==> src/wme_pkg.sv <==
// package: register map, field layout and shared types of the write multiple ext command block
package wme_pkg;
	// ****************************************
	// register byte addresses
	// ****************************************
	localparam logic [7:0] ADDR_ERROR_FLAGS = 8'h00;
	localparam logic [7:0] ADDR_TRANSFER_COUNT = 8'h04;
	localparam logic [7:0] ADDR_BLOCK_ADDRESS_LOW = 8'h08;
	localparam logic [7:0] ADDR_BLOCK_ADDRESS_MID = 8'h0c;
	localparam logic [7:0] ADDR_BLOCK_ADDRESS_HIGH = 8'h10;
	localparam logic [7:0] ADDR_DRIVE_SELECT_HEAD = 8'h14;
	localparam logic [7:0] ADDR_COMMAND_STATUS = 8'h18;
	localparam logic [7:0] ADDR_COMMAND = 8'h1c;
	localparam logic [7:0] ADDR_DEVICE_CONTROL = 8'h20;
	localparam logic [7:0] ADDR_BLOCK_SIZE = 8'h24;
	localparam logic [7:0] ADDR_MEDIA_EVENT = 8'h28;
	localparam logic [7:0] ADDR_DATA = 8'h2c;
	localparam logic [7:0] ADDR_PROGRESS = 8'h30;
	// ****************************************
	// field positions and codes
	// ****************************************
	localparam int STAT_BSY = 7;
	localparam int STAT_DRDY = 6;
	localparam int STAT_DF = 5;
	localparam int STAT_DRQ = 3;
	localparam int STAT_ERR = 0;
	localparam int ERR_WP = 6;
	localparam int ERR_MC = 5;
	localparam int ERR_IDNF = 4;
	localparam int ERR_MCR = 3;
	localparam int ERR_ABRT = 2;
	localparam int ERR_NM = 1;
	localparam int CTL_HOB = 7;
	localparam int DEV_BIT = 4;
	localparam int LBA_MODE_BIT = 6;
	localparam logic [7:0] CMD_WRITE_MULTIPLE_EXT = 8'h39;
	localparam logic [7:0] CMD_GET_MEDIA_STATUS = 8'hda;
	localparam logic [7:0] CMD_SET_MULTIPLE = 8'hc6;
	localparam logic [7:0] DEFAULT_BLOCK_SIZE = 8'h10;
	localparam logic [16:0] COUNT_ZERO_MEANS = 17'h10000;
	localparam logic [1:0] AXI_OKAY = 2'h0;
	localparam logic [1:0] AXI_SLVERR = 2'h2;
	localparam logic [7:0] RESET_STATUS = 8'h40;
	// ****************************************
	// types
	// ****************************************
	typedef enum logic [3:0]
	{
		ST_IDLE = 4'h1,
		ST_BLOCK = 4'h2,
		ST_WRITE = 4'h4,
		ST_DONE = 4'h8
	} wme_state_t;
	// two-byte history of one taskfile register
	typedef struct packed
	{
		logic [7:0] prev;
		logic [7:0] cur;
	} wme_hist_t;
	// media conditions from the drive mechanics
	typedef struct packed
	{
		logic write_protect;
		logic changed;
		logic change_request;
		logic no_media;
		logic fault;
		logic write_error;
		logic range_error;
	} wme_media_t;
endpackage : wme_pkg

==> src/wme_sync.sv <==
// two-flop synchroniser for media condition pins
`timescale 1ns/100ps
module wme_sync #(parameter int WIDTH = 7)
(
	// clock and reset
	input wire logic aclk,
	input wire logic aresetn,
	// async in, synced out
	input wire logic [WIDTH-1:0] d,
	output logic [WIDTH-1:0] q
);
	logic [WIDTH-1:0] meta_ff;
	logic [WIDTH-1:0] q_ff;
	always_ff @(posedge aclk)
	begin
		if (!aresetn)
		begin
			meta_ff <= '0;
			q_ff <= '0;
		end
		else
		begin
			meta_ff <= d;
			q_ff <= meta_ff;
		end
	end
	assign q = q_ff;
endmodule : wme_sync

==> src/wme_blocker.sv <==
// block splitter: length of the next block from sectors left and block size
`timescale 1ns/100ps
module wme_blocker
(
	// request
	input wire logic [16:0] sectors_left,
	input wire logic [7:0] block_size,
	// answer
	output logic [16:0] block_len
);
	// last block takes what is left once no more than block size sectors remain
	always_comb
	begin
		if (sectors_left < {9'h000, block_size})
			block_len = sectors_left;
		else
			block_len = {9'h000, block_size};
	end
endmodule : wme_blocker

==> src/wme_top.sv <==
// top: axi4-lite taskfile and write multiple ext sequencer
`timescale 1ns/100ps
module wme_top
(
	// clock and reset
	input wire logic aclk,
	input wire logic aresetn,
	// axi4-lite write address
	input wire logic [7:0] s_axi_awaddr,
	input wire logic s_axi_awvalid,
	output logic s_axi_awready,
	// axi4-lite write data
	input wire logic [31:0] s_axi_wdata,
	input wire logic [3:0] s_axi_wstrb,
	input wire logic s_axi_wvalid,
	output logic s_axi_wready,
	// axi4-lite write response
	output logic [1:0] s_axi_bresp,
	output logic s_axi_bvalid,
	input wire logic s_axi_bready,
	// axi4-lite read address
	input wire logic [7:0] s_axi_araddr,
	input wire logic s_axi_arvalid,
	output logic s_axi_arready,
	// axi4-lite read data
	output logic [31:0] s_axi_rdata,
	output logic [1:0] s_axi_rresp,
	output logic s_axi_rvalid,
	input wire logic s_axi_rready,
	// media condition pins
	input wire wme_pkg::wme_media_t media_in,
	// media write side
	output logic [15:0] sector_word,
	output logic sector_word_valid,
	output logic [47:0] media_lba,
	output logic media_commit,
	input wire logic media_done,
	// interrupt pending to host link
	output logic intrq
);
	// ****************************************
	// state
	// ****************************************
	typedef struct packed
	{
		logic awready;
		logic wready;
		logic bvalid;
		logic [1:0] bresp;
		logic aw_got;
		logic w_got;
		logic [7:0] aw_addr;
		logic [31:0] w_data;
		logic [3:0] w_strb;
		logic arready;
		logic rvalid;
		logic [31:0] rdata;
		logic [1:0] rresp;
		wme_pkg::wme_hist_t count;
		wme_pkg::wme_hist_t lba_lo;
		wme_pkg::wme_hist_t lba_mid;
		wme_pkg::wme_hist_t lba_hi;
		logic [7:0] dev_head;
		logic [7:0] dev_ctl;
		logic [7:0] status;
		logic [7:0] error;
		logic [7:0] block_size;
		logic multiple_on;
		logic change_seen;
		logic mcr;
		wme_pkg::wme_state_t state;
		logic [16:0] left;
		logic [16:0] in_block;
		logic [47:0] lba;
		logic [15:0] word;
		logic word_valid;
		logic commit;
		logic intrq;
		logic half;
	} wme_reg_t;
	wme_reg_t r_ff;
	wme_reg_t nxt_r;
	wme_pkg::wme_media_t media;
	logic media_done_s;
	logic [16:0] block_len;
	// ****************************************
	// helpers
	// ****************************************
	function automatic logic [7:0] pick(input wme_pkg::wme_hist_t h, input logic hob);
		pick = hob ? h.prev : h.cur;
	endfunction : pick
	function automatic wme_pkg::wme_hist_t push(input wme_pkg::wme_hist_t h, input logic [7:0] v);
		push = '{prev: h.cur, cur: v};
	endfunction : push
	function automatic logic [16:0] total(input wme_pkg::wme_hist_t h);
		if ({h.prev, h.cur} == 16'h0000)
			total = wme_pkg::COUNT_ZERO_MEANS;
		else
			total = {1'b0, h.prev, h.cur};
	endfunction : total
	// ****************************************
	// submodules
	// ****************************************
	wme_sync #(.WIDTH(8)) u_sync
	(
		.aclk(aclk),
		.aresetn(aresetn),
		.d({media_in, media_done}),
		.q({media, media_done_s})
	);
	wme_blocker u_blocker
	(
		.sectors_left(r_ff.left),
		.block_size(r_ff.block_size),
		.block_len(block_len)
	);
	// ****************************************
	// next state
	// ****************************************
	always_comb
	begin
		logic wr_fire;
		logic [7:0] wb;
		logic hob;
		logic [7:0] err;
		wr_fire = 1'b0;
		wb = 8'h00;
		hob = 1'b0;
		err = 8'h00;
		nxt_r = r_ff;
		nxt_r.word_valid = 1'b0;
		nxt_r.commit = 1'b0;
		hob = r_ff.dev_ctl[wme_pkg::CTL_HOB];
		if (media.changed)
			nxt_r.change_seen = 1'b1;
		if (media.change_request)
			nxt_r.mcr = 1'b1;
		// write channels taken in either order
		if (s_axi_awvalid && r_ff.awready)
		begin
			nxt_r.aw_got = 1'b1;
			nxt_r.aw_addr = s_axi_awaddr;
			nxt_r.awready = 1'b0;
		end
		if (s_axi_wvalid && r_ff.wready)
		begin
			nxt_r.w_got = 1'b1;
			nxt_r.w_data = s_axi_wdata;
			nxt_r.w_strb = s_axi_wstrb;
			nxt_r.wready = 1'b0;
		end
		if (r_ff.bvalid && s_axi_bready)
		begin
			nxt_r.bvalid = 1'b0;
			nxt_r.awready = 1'b1;
			nxt_r.wready = 1'b1;
		end
		if (r_ff.aw_got && r_ff.w_got && !r_ff.bvalid)
		begin
			wr_fire = r_ff.w_strb[0];
			wb = r_ff.w_data[7:0];
			nxt_r.aw_got = 1'b0;
			nxt_r.w_got = 1'b0;
			nxt_r.bvalid = 1'b1;
			nxt_r.bresp = (r_ff.aw_addr > wme_pkg::ADDR_PROGRESS) ? wme_pkg::AXI_SLVERR : wme_pkg::AXI_OKAY;
		end
		// taskfile writes blocked while busy, except data and control
		if (wr_fire)
		begin
			case (r_ff.aw_addr)
				wme_pkg::ADDR_DEVICE_CONTROL:
					nxt_r.dev_ctl = wb;
				wme_pkg::ADDR_DATA:
				begin
					if (r_ff.state == wme_pkg::ST_BLOCK && r_ff.in_block != 17'h00000)
					begin
						nxt_r.half = ~r_ff.half;
						nxt_r.word = r_ff.w_data[15:0];
						nxt_r.word_valid = 1'b1;
						if (r_ff.half)
						begin
							// drq stays up across the block, no per-sector handshake
							nxt_r.in_block = r_ff.in_block - 17'h00001;
							nxt_r.left = r_ff.left - 17'h00001;
						end
					end
				end
				default:
				begin
					if (!r_ff.status[wme_pkg::STAT_BSY])
					begin
						case (r_ff.aw_addr)
							wme_pkg::ADDR_TRANSFER_COUNT: nxt_r.count = push(r_ff.count, wb);
							wme_pkg::ADDR_BLOCK_ADDRESS_LOW: nxt_r.lba_lo = push(r_ff.lba_lo, wb);
							wme_pkg::ADDR_BLOCK_ADDRESS_MID: nxt_r.lba_mid = push(r_ff.lba_mid, wb);
							wme_pkg::ADDR_BLOCK_ADDRESS_HIGH: nxt_r.lba_hi = push(r_ff.lba_hi, wb);
							wme_pkg::ADDR_DRIVE_SELECT_HEAD: nxt_r.dev_head = wb;
							wme_pkg::ADDR_MEDIA_EVENT: nxt_r.multiple_on = wb[0];
							wme_pkg::ADDR_COMMAND:
							begin
								nxt_r.intrq = 1'b0;
								nxt_r.error = 8'h00;
								if (wb == wme_pkg::CMD_SET_MULTIPLE)
								begin
									if (r_ff.count.cur != 8'h00)
									begin
										nxt_r.block_size = r_ff.count.cur;
										nxt_r.multiple_on = 1'b1;
									end
									nxt_r.intrq = 1'b1;
								end
								else if (wb == wme_pkg::CMD_GET_MEDIA_STATUS)
								begin
									nxt_r.mcr = 1'b0;
									nxt_r.intrq = 1'b1;
								end
								else if (wb != wme_pkg::CMD_WRITE_MULTIPLE_EXT)
								begin
									nxt_r.error[wme_pkg::ERR_ABRT] = 1'b1;
									nxt_r.status = 8'h41;
									nxt_r.intrq = 1'b1;
								end
								else
								begin
									err[wme_pkg::ERR_ABRT] = ~r_ff.multiple_on;
									err[wme_pkg::ERR_WP] = media.write_protect;
									err[wme_pkg::ERR_MC] = r_ff.change_seen | media.changed;
									err[wme_pkg::ERR_MCR] = r_ff.mcr | media.change_request;
									err[wme_pkg::ERR_NM] = media.no_media;
									// range fault reported as idnf; abort only for disabled mode
									err[wme_pkg::ERR_IDNF] = media.range_error;
									nxt_r.change_seen = 1'b0;
									nxt_r.mcr = 1'b0;
									nxt_r.lba = {r_ff.lba_hi.prev, r_ff.lba_mid.prev, r_ff.lba_lo.prev,
										r_ff.lba_hi.cur, r_ff.lba_mid.cur, r_ff.lba_lo.cur};
									nxt_r.left = total(r_ff.count);
									nxt_r.half = 1'b0;
									if (err != 8'h00)
									begin
										nxt_r.error = err;
										nxt_r.status = 8'h41;
										nxt_r.intrq = 1'b1;
									end
									else
									begin
										nxt_r.status = 8'h80;
										nxt_r.state = wme_pkg::ST_DONE;
									end
								end
							end
							default:
							begin
							end
						endcase
					end
				end
			endcase
		end
		// ****************************************
		// command sequencer
		// ****************************************
		case (r_ff.state)
			wme_pkg::ST_IDLE:
			begin
			end
			wme_pkg::ST_DONE:
			begin
				// open the next block, drq and interrupt pending together
				nxt_r.in_block = block_len;
				nxt_r.status = 8'h48;
				nxt_r.intrq = 1'b1;
				nxt_r.state = wme_pkg::ST_BLOCK;
			end
			wme_pkg::ST_BLOCK:
			begin
				if (r_ff.in_block == 17'h00000)
				begin
					// status goes busy once the whole block is in and stays busy through the media write
					nxt_r.status = 8'h80;
					nxt_r.commit = 1'b1;
					nxt_r.state = wme_pkg::ST_WRITE;
				end
			end
			wme_pkg::ST_WRITE:
			begin
				if (media_done_s)
				begin
					err = 8'h00;
					err[wme_pkg::ERR_IDNF] = media.range_error;
					err[wme_pkg::ERR_WP] = media.write_protect;
					err[wme_pkg::ERR_NM] = media.no_media;
					err[wme_pkg::ERR_ABRT] = media.write_error;
					if (err != 8'h00 || media.fault)
					begin
						// stop at the failing block and report its first lba, no further blocks
						nxt_r.error = err;
						nxt_r.status = {2'b01, media.fault, 4'h0, err != 8'h00};
						nxt_r.lba_lo = '{prev: r_ff.lba[31:24], cur: r_ff.lba[7:0]};
						nxt_r.lba_mid = '{prev: r_ff.lba[39:32], cur: r_ff.lba[15:8]};
						nxt_r.lba_hi = '{prev: r_ff.lba[47:40], cur: r_ff.lba[23:16]};
						nxt_r.intrq = 1'b1;
						nxt_r.state = wme_pkg::ST_IDLE;
					end
					else if (r_ff.left == 17'h00000)
					begin
						nxt_r.status = 8'h40;
						nxt_r.count = '{prev: 8'h00, cur: 8'h00};
						nxt_r.lba_lo = '{prev: 8'h00, cur: 8'h00};
						nxt_r.lba_mid = '{prev: 8'h00, cur: 8'h00};
						nxt_r.lba_hi = '{prev: 8'h00, cur: 8'h00};
						nxt_r.intrq = 1'b1;
						nxt_r.state = wme_pkg::ST_IDLE;
					end
					else
					begin
						// only a full block can be followed by another, so step by the block size
						nxt_r.lba = r_ff.lba + {40'h0000000000, r_ff.block_size};
						nxt_r.state = wme_pkg::ST_DONE;
					end
				end
				else if (r_ff.commit == 1'b0 && r_ff.in_block == 17'h00000)
				begin
					nxt_r.lba = r_ff.lba;
				end
			end
			default:
				nxt_r.state = wme_pkg::ST_IDLE;
		endcase
		// ****************************************
		// read channel
		// ****************************************
		if (r_ff.rvalid && s_axi_rready)
		begin
			nxt_r.rvalid = 1'b0;
			nxt_r.arready = 1'b1;
		end
		if (s_axi_arvalid && r_ff.arready)
		begin
			nxt_r.arready = 1'b0;
			nxt_r.rvalid = 1'b1;
			nxt_r.rresp = wme_pkg::AXI_OKAY;
			nxt_r.rdata = 32'h00000000;
			case (s_axi_araddr)
				wme_pkg::ADDR_ERROR_FLAGS: nxt_r.rdata[7:0] = r_ff.error;
				wme_pkg::ADDR_TRANSFER_COUNT: nxt_r.rdata[7:0] = pick(r_ff.count, hob);
				wme_pkg::ADDR_BLOCK_ADDRESS_LOW: nxt_r.rdata[7:0] = pick(r_ff.lba_lo, hob);
				wme_pkg::ADDR_BLOCK_ADDRESS_MID: nxt_r.rdata[7:0] = pick(r_ff.lba_mid, hob);
				wme_pkg::ADDR_BLOCK_ADDRESS_HIGH: nxt_r.rdata[7:0] = pick(r_ff.lba_hi, hob);
				wme_pkg::ADDR_DRIVE_SELECT_HEAD: nxt_r.rdata[7:0] = r_ff.dev_head;
				wme_pkg::ADDR_COMMAND_STATUS:
				begin
					nxt_r.rdata[7:0] = r_ff.status;
					// a request raised in this very cycle survives the read
					if (nxt_r.intrq == r_ff.intrq)
						nxt_r.intrq = 1'b0;
				end
				wme_pkg::ADDR_DEVICE_CONTROL: nxt_r.rdata[7:0] = r_ff.dev_ctl;
				wme_pkg::ADDR_BLOCK_SIZE: nxt_r.rdata[7:0] = r_ff.block_size;
				wme_pkg::ADDR_MEDIA_EVENT: nxt_r.rdata[7:0] = {5'h00, r_ff.mcr, r_ff.change_seen, r_ff.multiple_on};
				wme_pkg::ADDR_PROGRESS: nxt_r.rdata = {r_ff.state, r_ff.in_block[10:0], r_ff.left};
				wme_pkg::ADDR_COMMAND, wme_pkg::ADDR_DATA: nxt_r.rdata = 32'h00000000;
				default: nxt_r.rresp = wme_pkg::AXI_SLVERR;
			endcase
		end
	end
	// ****************************************
	// registers
	// ****************************************
	always_ff @(posedge aclk)
	begin
		if (!aresetn)
		begin
			r_ff <= '0;
			r_ff.awready <= 1'b1;
			r_ff.wready <= 1'b1;
			r_ff.arready <= 1'b1;
			r_ff.status <= wme_pkg::RESET_STATUS;
			r_ff.block_size <= wme_pkg::DEFAULT_BLOCK_SIZE;
			r_ff.multiple_on <= 1'b1;
			r_ff.state <= wme_pkg::ST_IDLE;
		end
		else
			r_ff <= nxt_r;
	end
	// ****************************************
	// outputs
	// ****************************************
	assign s_axi_awready = r_ff.awready;
	assign s_axi_wready = r_ff.wready;
	assign s_axi_bvalid = r_ff.bvalid;
	assign s_axi_bresp = r_ff.bresp;
	assign s_axi_arready = r_ff.arready;
	assign s_axi_rvalid = r_ff.rvalid;
	assign s_axi_rdata = r_ff.rdata;
	assign s_axi_rresp = r_ff.rresp;
	assign sector_word = r_ff.word;
	assign sector_word_valid = r_ff.word_valid;
	assign media_lba = r_ff.lba;
	assign media_commit = r_ff.commit;
	assign intrq = r_ff.intrq;
endmodule : wme_top

==> config.mk <==
export PLATFORM = sky130hd
export DESIGN_NAME = wme_top
export DESIGN_NICKNAME = d
export VERILOG_FILES = /design/src/wme_pkg.sv /design/src/wme_sync.sv /design/src/wme_blocker.sv /design/src/wme_top.sv
export SDC_FILE = /design/constraint.sdc
export NUM_CORES = 1
export LEC_CHECK = 0
export ABC_AREA = 0
export ABC_CLOCK_PERIOD_IN_PS = 3300
export BUFFER_PORTS_ARGS = -buffer_cell sky130_fd_sc_hd__clkbuf_2
export CAP_MARGIN = 20
export CORE_ASPECT_RATIO = 1.1
export CORE_MARGIN = 4
export CORE_UTILIZATION = 50
export DETAILED_ROUTE_END_ITERATION = 12
export HOLD_SLACK_MARGIN = 0.02
export MAX_ROUTING_LAYER = met4
export PLACE_DENSITY = 0.7
export SETUP_SLACK_MARGIN = 0.15
export SKIP_CTS_REPAIR_TIMING = 1
export SLEW_MARGIN = 10
export SYNTH_ARGS = -nofsm -noshare
export SYNTH_HDL_FRONTEND = slang
export SYNTH_SLANG_ARGS = --single-unit
==> constraint.sdc <==
create_clock -name aclk -period 3.3 [get_ports aclk]
set_input_delay 0.495 -clock aclk [delete_from_list [all_inputs] [get_ports aclk]]
set_output_delay 0.495 -clock aclk [all_outputs]
set_load 0.03 [all_outputs]
==> flow_metrics.py <==
metrics = {
    "power_and_ir_drop": {
        "switching_share_pct": 23.2,
        "clkPwrFrac_pct": 48.5,
        "powerDensity_mw_per_mm2": 434,
        "intPower_uw": 5880,
        "power_frac_comb_pct": 4.1,
        "p_leak_uw": 0.00700,
        "fin_total_pwr_uw": 7660,
        "vdd_drop_max_mv": 0.312,
        "power.switching_uw": 1780,
        "share_seq_of_total_power_pct": 47.4,
    },
    "global_routing": {
        "overflow": 0,
        "track_usage_pct": 30.9,
        "grt_pass1_vias": 14100,
        "grt_pass1_wl_um": 83100,
        "antenna_found_initial": 0,
        "grt_max_degree": 80,
    },
    "sta": {
        "final-hold-violation-count": 0,
        "period_share_pct": 91.7,
        "slew_violations": 0,
        "finalWorstSetupSlack_ps": 274,
        "finalSetupViolations": 0,
        "finClkSkew_ps": 22.7,
        "worst_pin_slew_ps": 945,
        "max_slew_margin_pct": 36.6,
        "max_freq_mhz": 330,
        "setup_tns_ps": 0,
        "rsz0062_at_grt": "no",
        "hold_ws_ps": 124,
        "fin_crit_ps": 3030,
    },
    "clocking": {
        "cts.sinks": 295,
        "path_clk_slew_ps": 60,
        "cts_root_buf": "clkbuf_16",
        "numCtsBuffers": 31,
        "cts_max_level": 1,
        "insertion_delay_ps": 590,
        "tritoncts": "done",
        "clockBufferDepth": 3,
    },
    "route": {
        "ant_nets": 0,
        "firstDrtPassIters": 6,
        "drt_iter0_markers": 1593,
        "routedWlPerCell_um": 22.3,
        "viasPerCell": 6.24,
        "drt_wl_total_um": 54400,
        "vias": 15200,
        "drc": 0,
    },
    "setup_path": {
        "worstPathArrival_ps": 3560,
        "r2r_setup_slack_ps": 270,
        "reg2reg_from": "r_ff[86]",
        "path_class": "reg2reg",
        "cp-end-kind": "flip-flop",
        "reg2regPathDepth": 9,
        "crit_required_ps": 3830,
        "setup.worst_path.start": "r_ff[86]",
        "path_max_fanout": 16,
        "cp-start-kind": "flip-flop",
    },
    "synth": {
        "synth-async-reset-ratio_pct": 0,
        "synth_cell_types": 89,
        "synth_top_area_share_pct": 37.4,
        "avgSynthCellArea_um2": 8.09,
        "netlist_instances": 1951,
        "ys_seq_area_share_pct": 37.4,
        "synth_edf_count": 0,
        "ys.warnings.count": 0,
        "yosysTopAreaCell": "dfxtp_1",
        "synth_area_leaders": "dfxtp_1 37%, mux2i_1 6.4%, a21oi_1 6.0%, nor2_1 5.5%, buf_4 4.8%",
        "synth-main-ff-cell": "dfxtp_1",
        "ys_ff_latch": 295,
        "netlist_area_mm2": 0.0158,
    },
    "worst_hold_path": {
        "hold_path_depth": 2,
        "hp-class": "in2reg",
        "hp-start": "s_axi_wvalid",
    },
    "final_layout": {
        "layout.cells.non_filler": 2436,
        "n_antenna_cell": 0,
        "nets": 2084,
        "drive_above_1_share_pct": 16.7,
        "syn_to_final_growth_pct": 11.8,
    },
    "placement": {
        "place_ws_ps": 312,
        "gp_congestion": 0.994,
        "numPortBuffers": 153,
        "dp.cells": 2379,
        "dp_hpwl_um": 39100,
    },
    "outcome": {
        "status": "completed",
    },
    "floorplanning": {
        "core-area_mm2": 0.0308,
        "fp.dieW_um": 177,
        "ioPinCount": 175,
        "rows": 67,
        "die-area_mm2": 0.0345,
        "dieHeight_um": 194,
        "start_util_pct": 51.2,
    },
    "run": {
        "cap_violations": 0,
    },
}
[kinds of logic (layout without fill, tap and decap cells)]
family / after synthesis / in the layout / share of synthesized area (%)
other cells: 1 / 2 / 0.0237
flops: 295 / 295 / 37.4
simple gates: 738 / 738 / 22.8
xor+xnor: 21 / 21 / 1.16
mux: 110 / 110 / 7.04
fa+ha+maj: 19 / 19 / 1.54
buf+inv: 258 / 327 / 8.78
compound gates: 509 / 510 / 21.2
[critical path: stages (launching register included)]
cell and delay, ps:
dfxtp_1 390, inv_1 110, ha_1 270, nor4b_1 460
nand2_2 290, o21bai_4 540, buf_4 360, a21oi_2 160
a211oi_1 250, a31o_2 140
[synth_stat cells (7+ instances only)]
| cell | number |
|---|---|
| or3_1 | 13 |
| buf_4 | 102 |
| o22ai_1 | 12 |
| nor4_1 | 35 |
| buf_2 | 28 |
| buf_1 | 9 |
| o21ai_0 | 79 |
| and2_1 | 37 |
| xor2_1 | 13 |
| mux2_2 | 9 |
| nor3_1 | 41 |
| inv_1 | 29 |
| a211oi_1 | 17 |
| a21oi_1 | 188 |
| mux2i_1 | 101 |
| a22o_1 | 8 |
| nor2_1 | 230 |
| dfxtp_1 | 295 |
| o31a_1 | 7 |
| nor4b_1 | 9 |
| o221ai_1 | 16 |
| a221oi_1 | 13 |
| ha_1 | 17 |
| a22oi_1 | 24 |
| nand2_1 | 179 |
| nand2b_1 | 10 |
| a31oi_1 | 8 |
| and3_1 | 21 |
| a2bb2oi_1 | 51 |
| nand3_1 | 81 |
| o211ai_1 | 13 |
| o21a_1 | 9 |
| xnor2_1 | 8 |
| nand4_1 | 25 |
| clkbuf_1 | 90 |
[placed cells by master (no fill, tap or decap), types with 7 or more instances in the layout]
cell	count
a211oi_1	16
a21oi_1	188
a221oi_1	13
a22o_1	8
a22oi_1	24
a2bb2oi_1	51
a31oi_1	8
and2_1	37
and3_1	21
buf_4	85
clkbuf_16	31
clkbuf_2	152
clkbuf_8	7
clkinv_2	7
dfxtp_1	295
ha_1	17
inv_1	28
mux2_2	9
mux2i_1	101
nand2_1	178
nand2b_1	10
nand3_1	81
nand4_1	25
nor2_1	229
nor3_1	41
nor4_1	35
nor4b_1	9
o211ai_1	13
o21a_1	9
o21ai_0	79
o221ai_1	16
o22ai_1	12
o31a_1	7
or3_1	13
xnor2_1	8
xor2_1	13
[layout make-up]
| type | count | area, um^2 |
|---|---|---|
| Clock buffer | 41 | 883 |
| Multi-Input combinational cell | 1400 | 8540 |
| Inverter | 29 | 114 |
| Sequential cell | 295 | 5910 |
| Clock inverter | 15 | 198 |
| Timing Repair Buffer | 242 | 1480 |
| Tap cell | 414 | 518 |
| Fill cell | 2910 | 13200 |
[worst paths after layout]
kind / end
setup / recovery: media_lba[37]
hold / removal: s_axi_wready
setup reg to reg: media_lba[37]
hold reg to reg: u_sync.q[5]
[sequential cells by signal (all words and copies together) (netlist names), 8 cells and up]
register	cells
media_lba	48
r_ff	173
s_axi_rdata	32
sector_word	16
u_sync.meta_ff	8
u_sync.q	8
[layer usage]
metal	GRT usage, %	part of all wire [%]	vias up
met4	12.8	5.1	0
met2	48.7	46	754
li1	-	-	7066
met1	39.7	40	7224
met3	4.84	8.5	162
met5	-	0	-
[metrics by stage]
step / util [%] / instance area (um^2)
after CTS: 57.2 / 17600
after floorplan: - / 15800
after detailed placement: 53.7 / 16600
after global routing: 57.2 / 17600
after global placement: 53.7 / 16600
final: 57.2 / 17600
[power groups by stage]
stage	clock, uW	combinational (uW)	sequential (uW)
global route	3910	338	3640
CTS	3760	309	3630
global placement	0	304	3710
floorplan	0	183	3710
finish	3710	312	3630
detailed placement	0	307	3710
No activity file was read; power rests on OpenSTA's default activity.
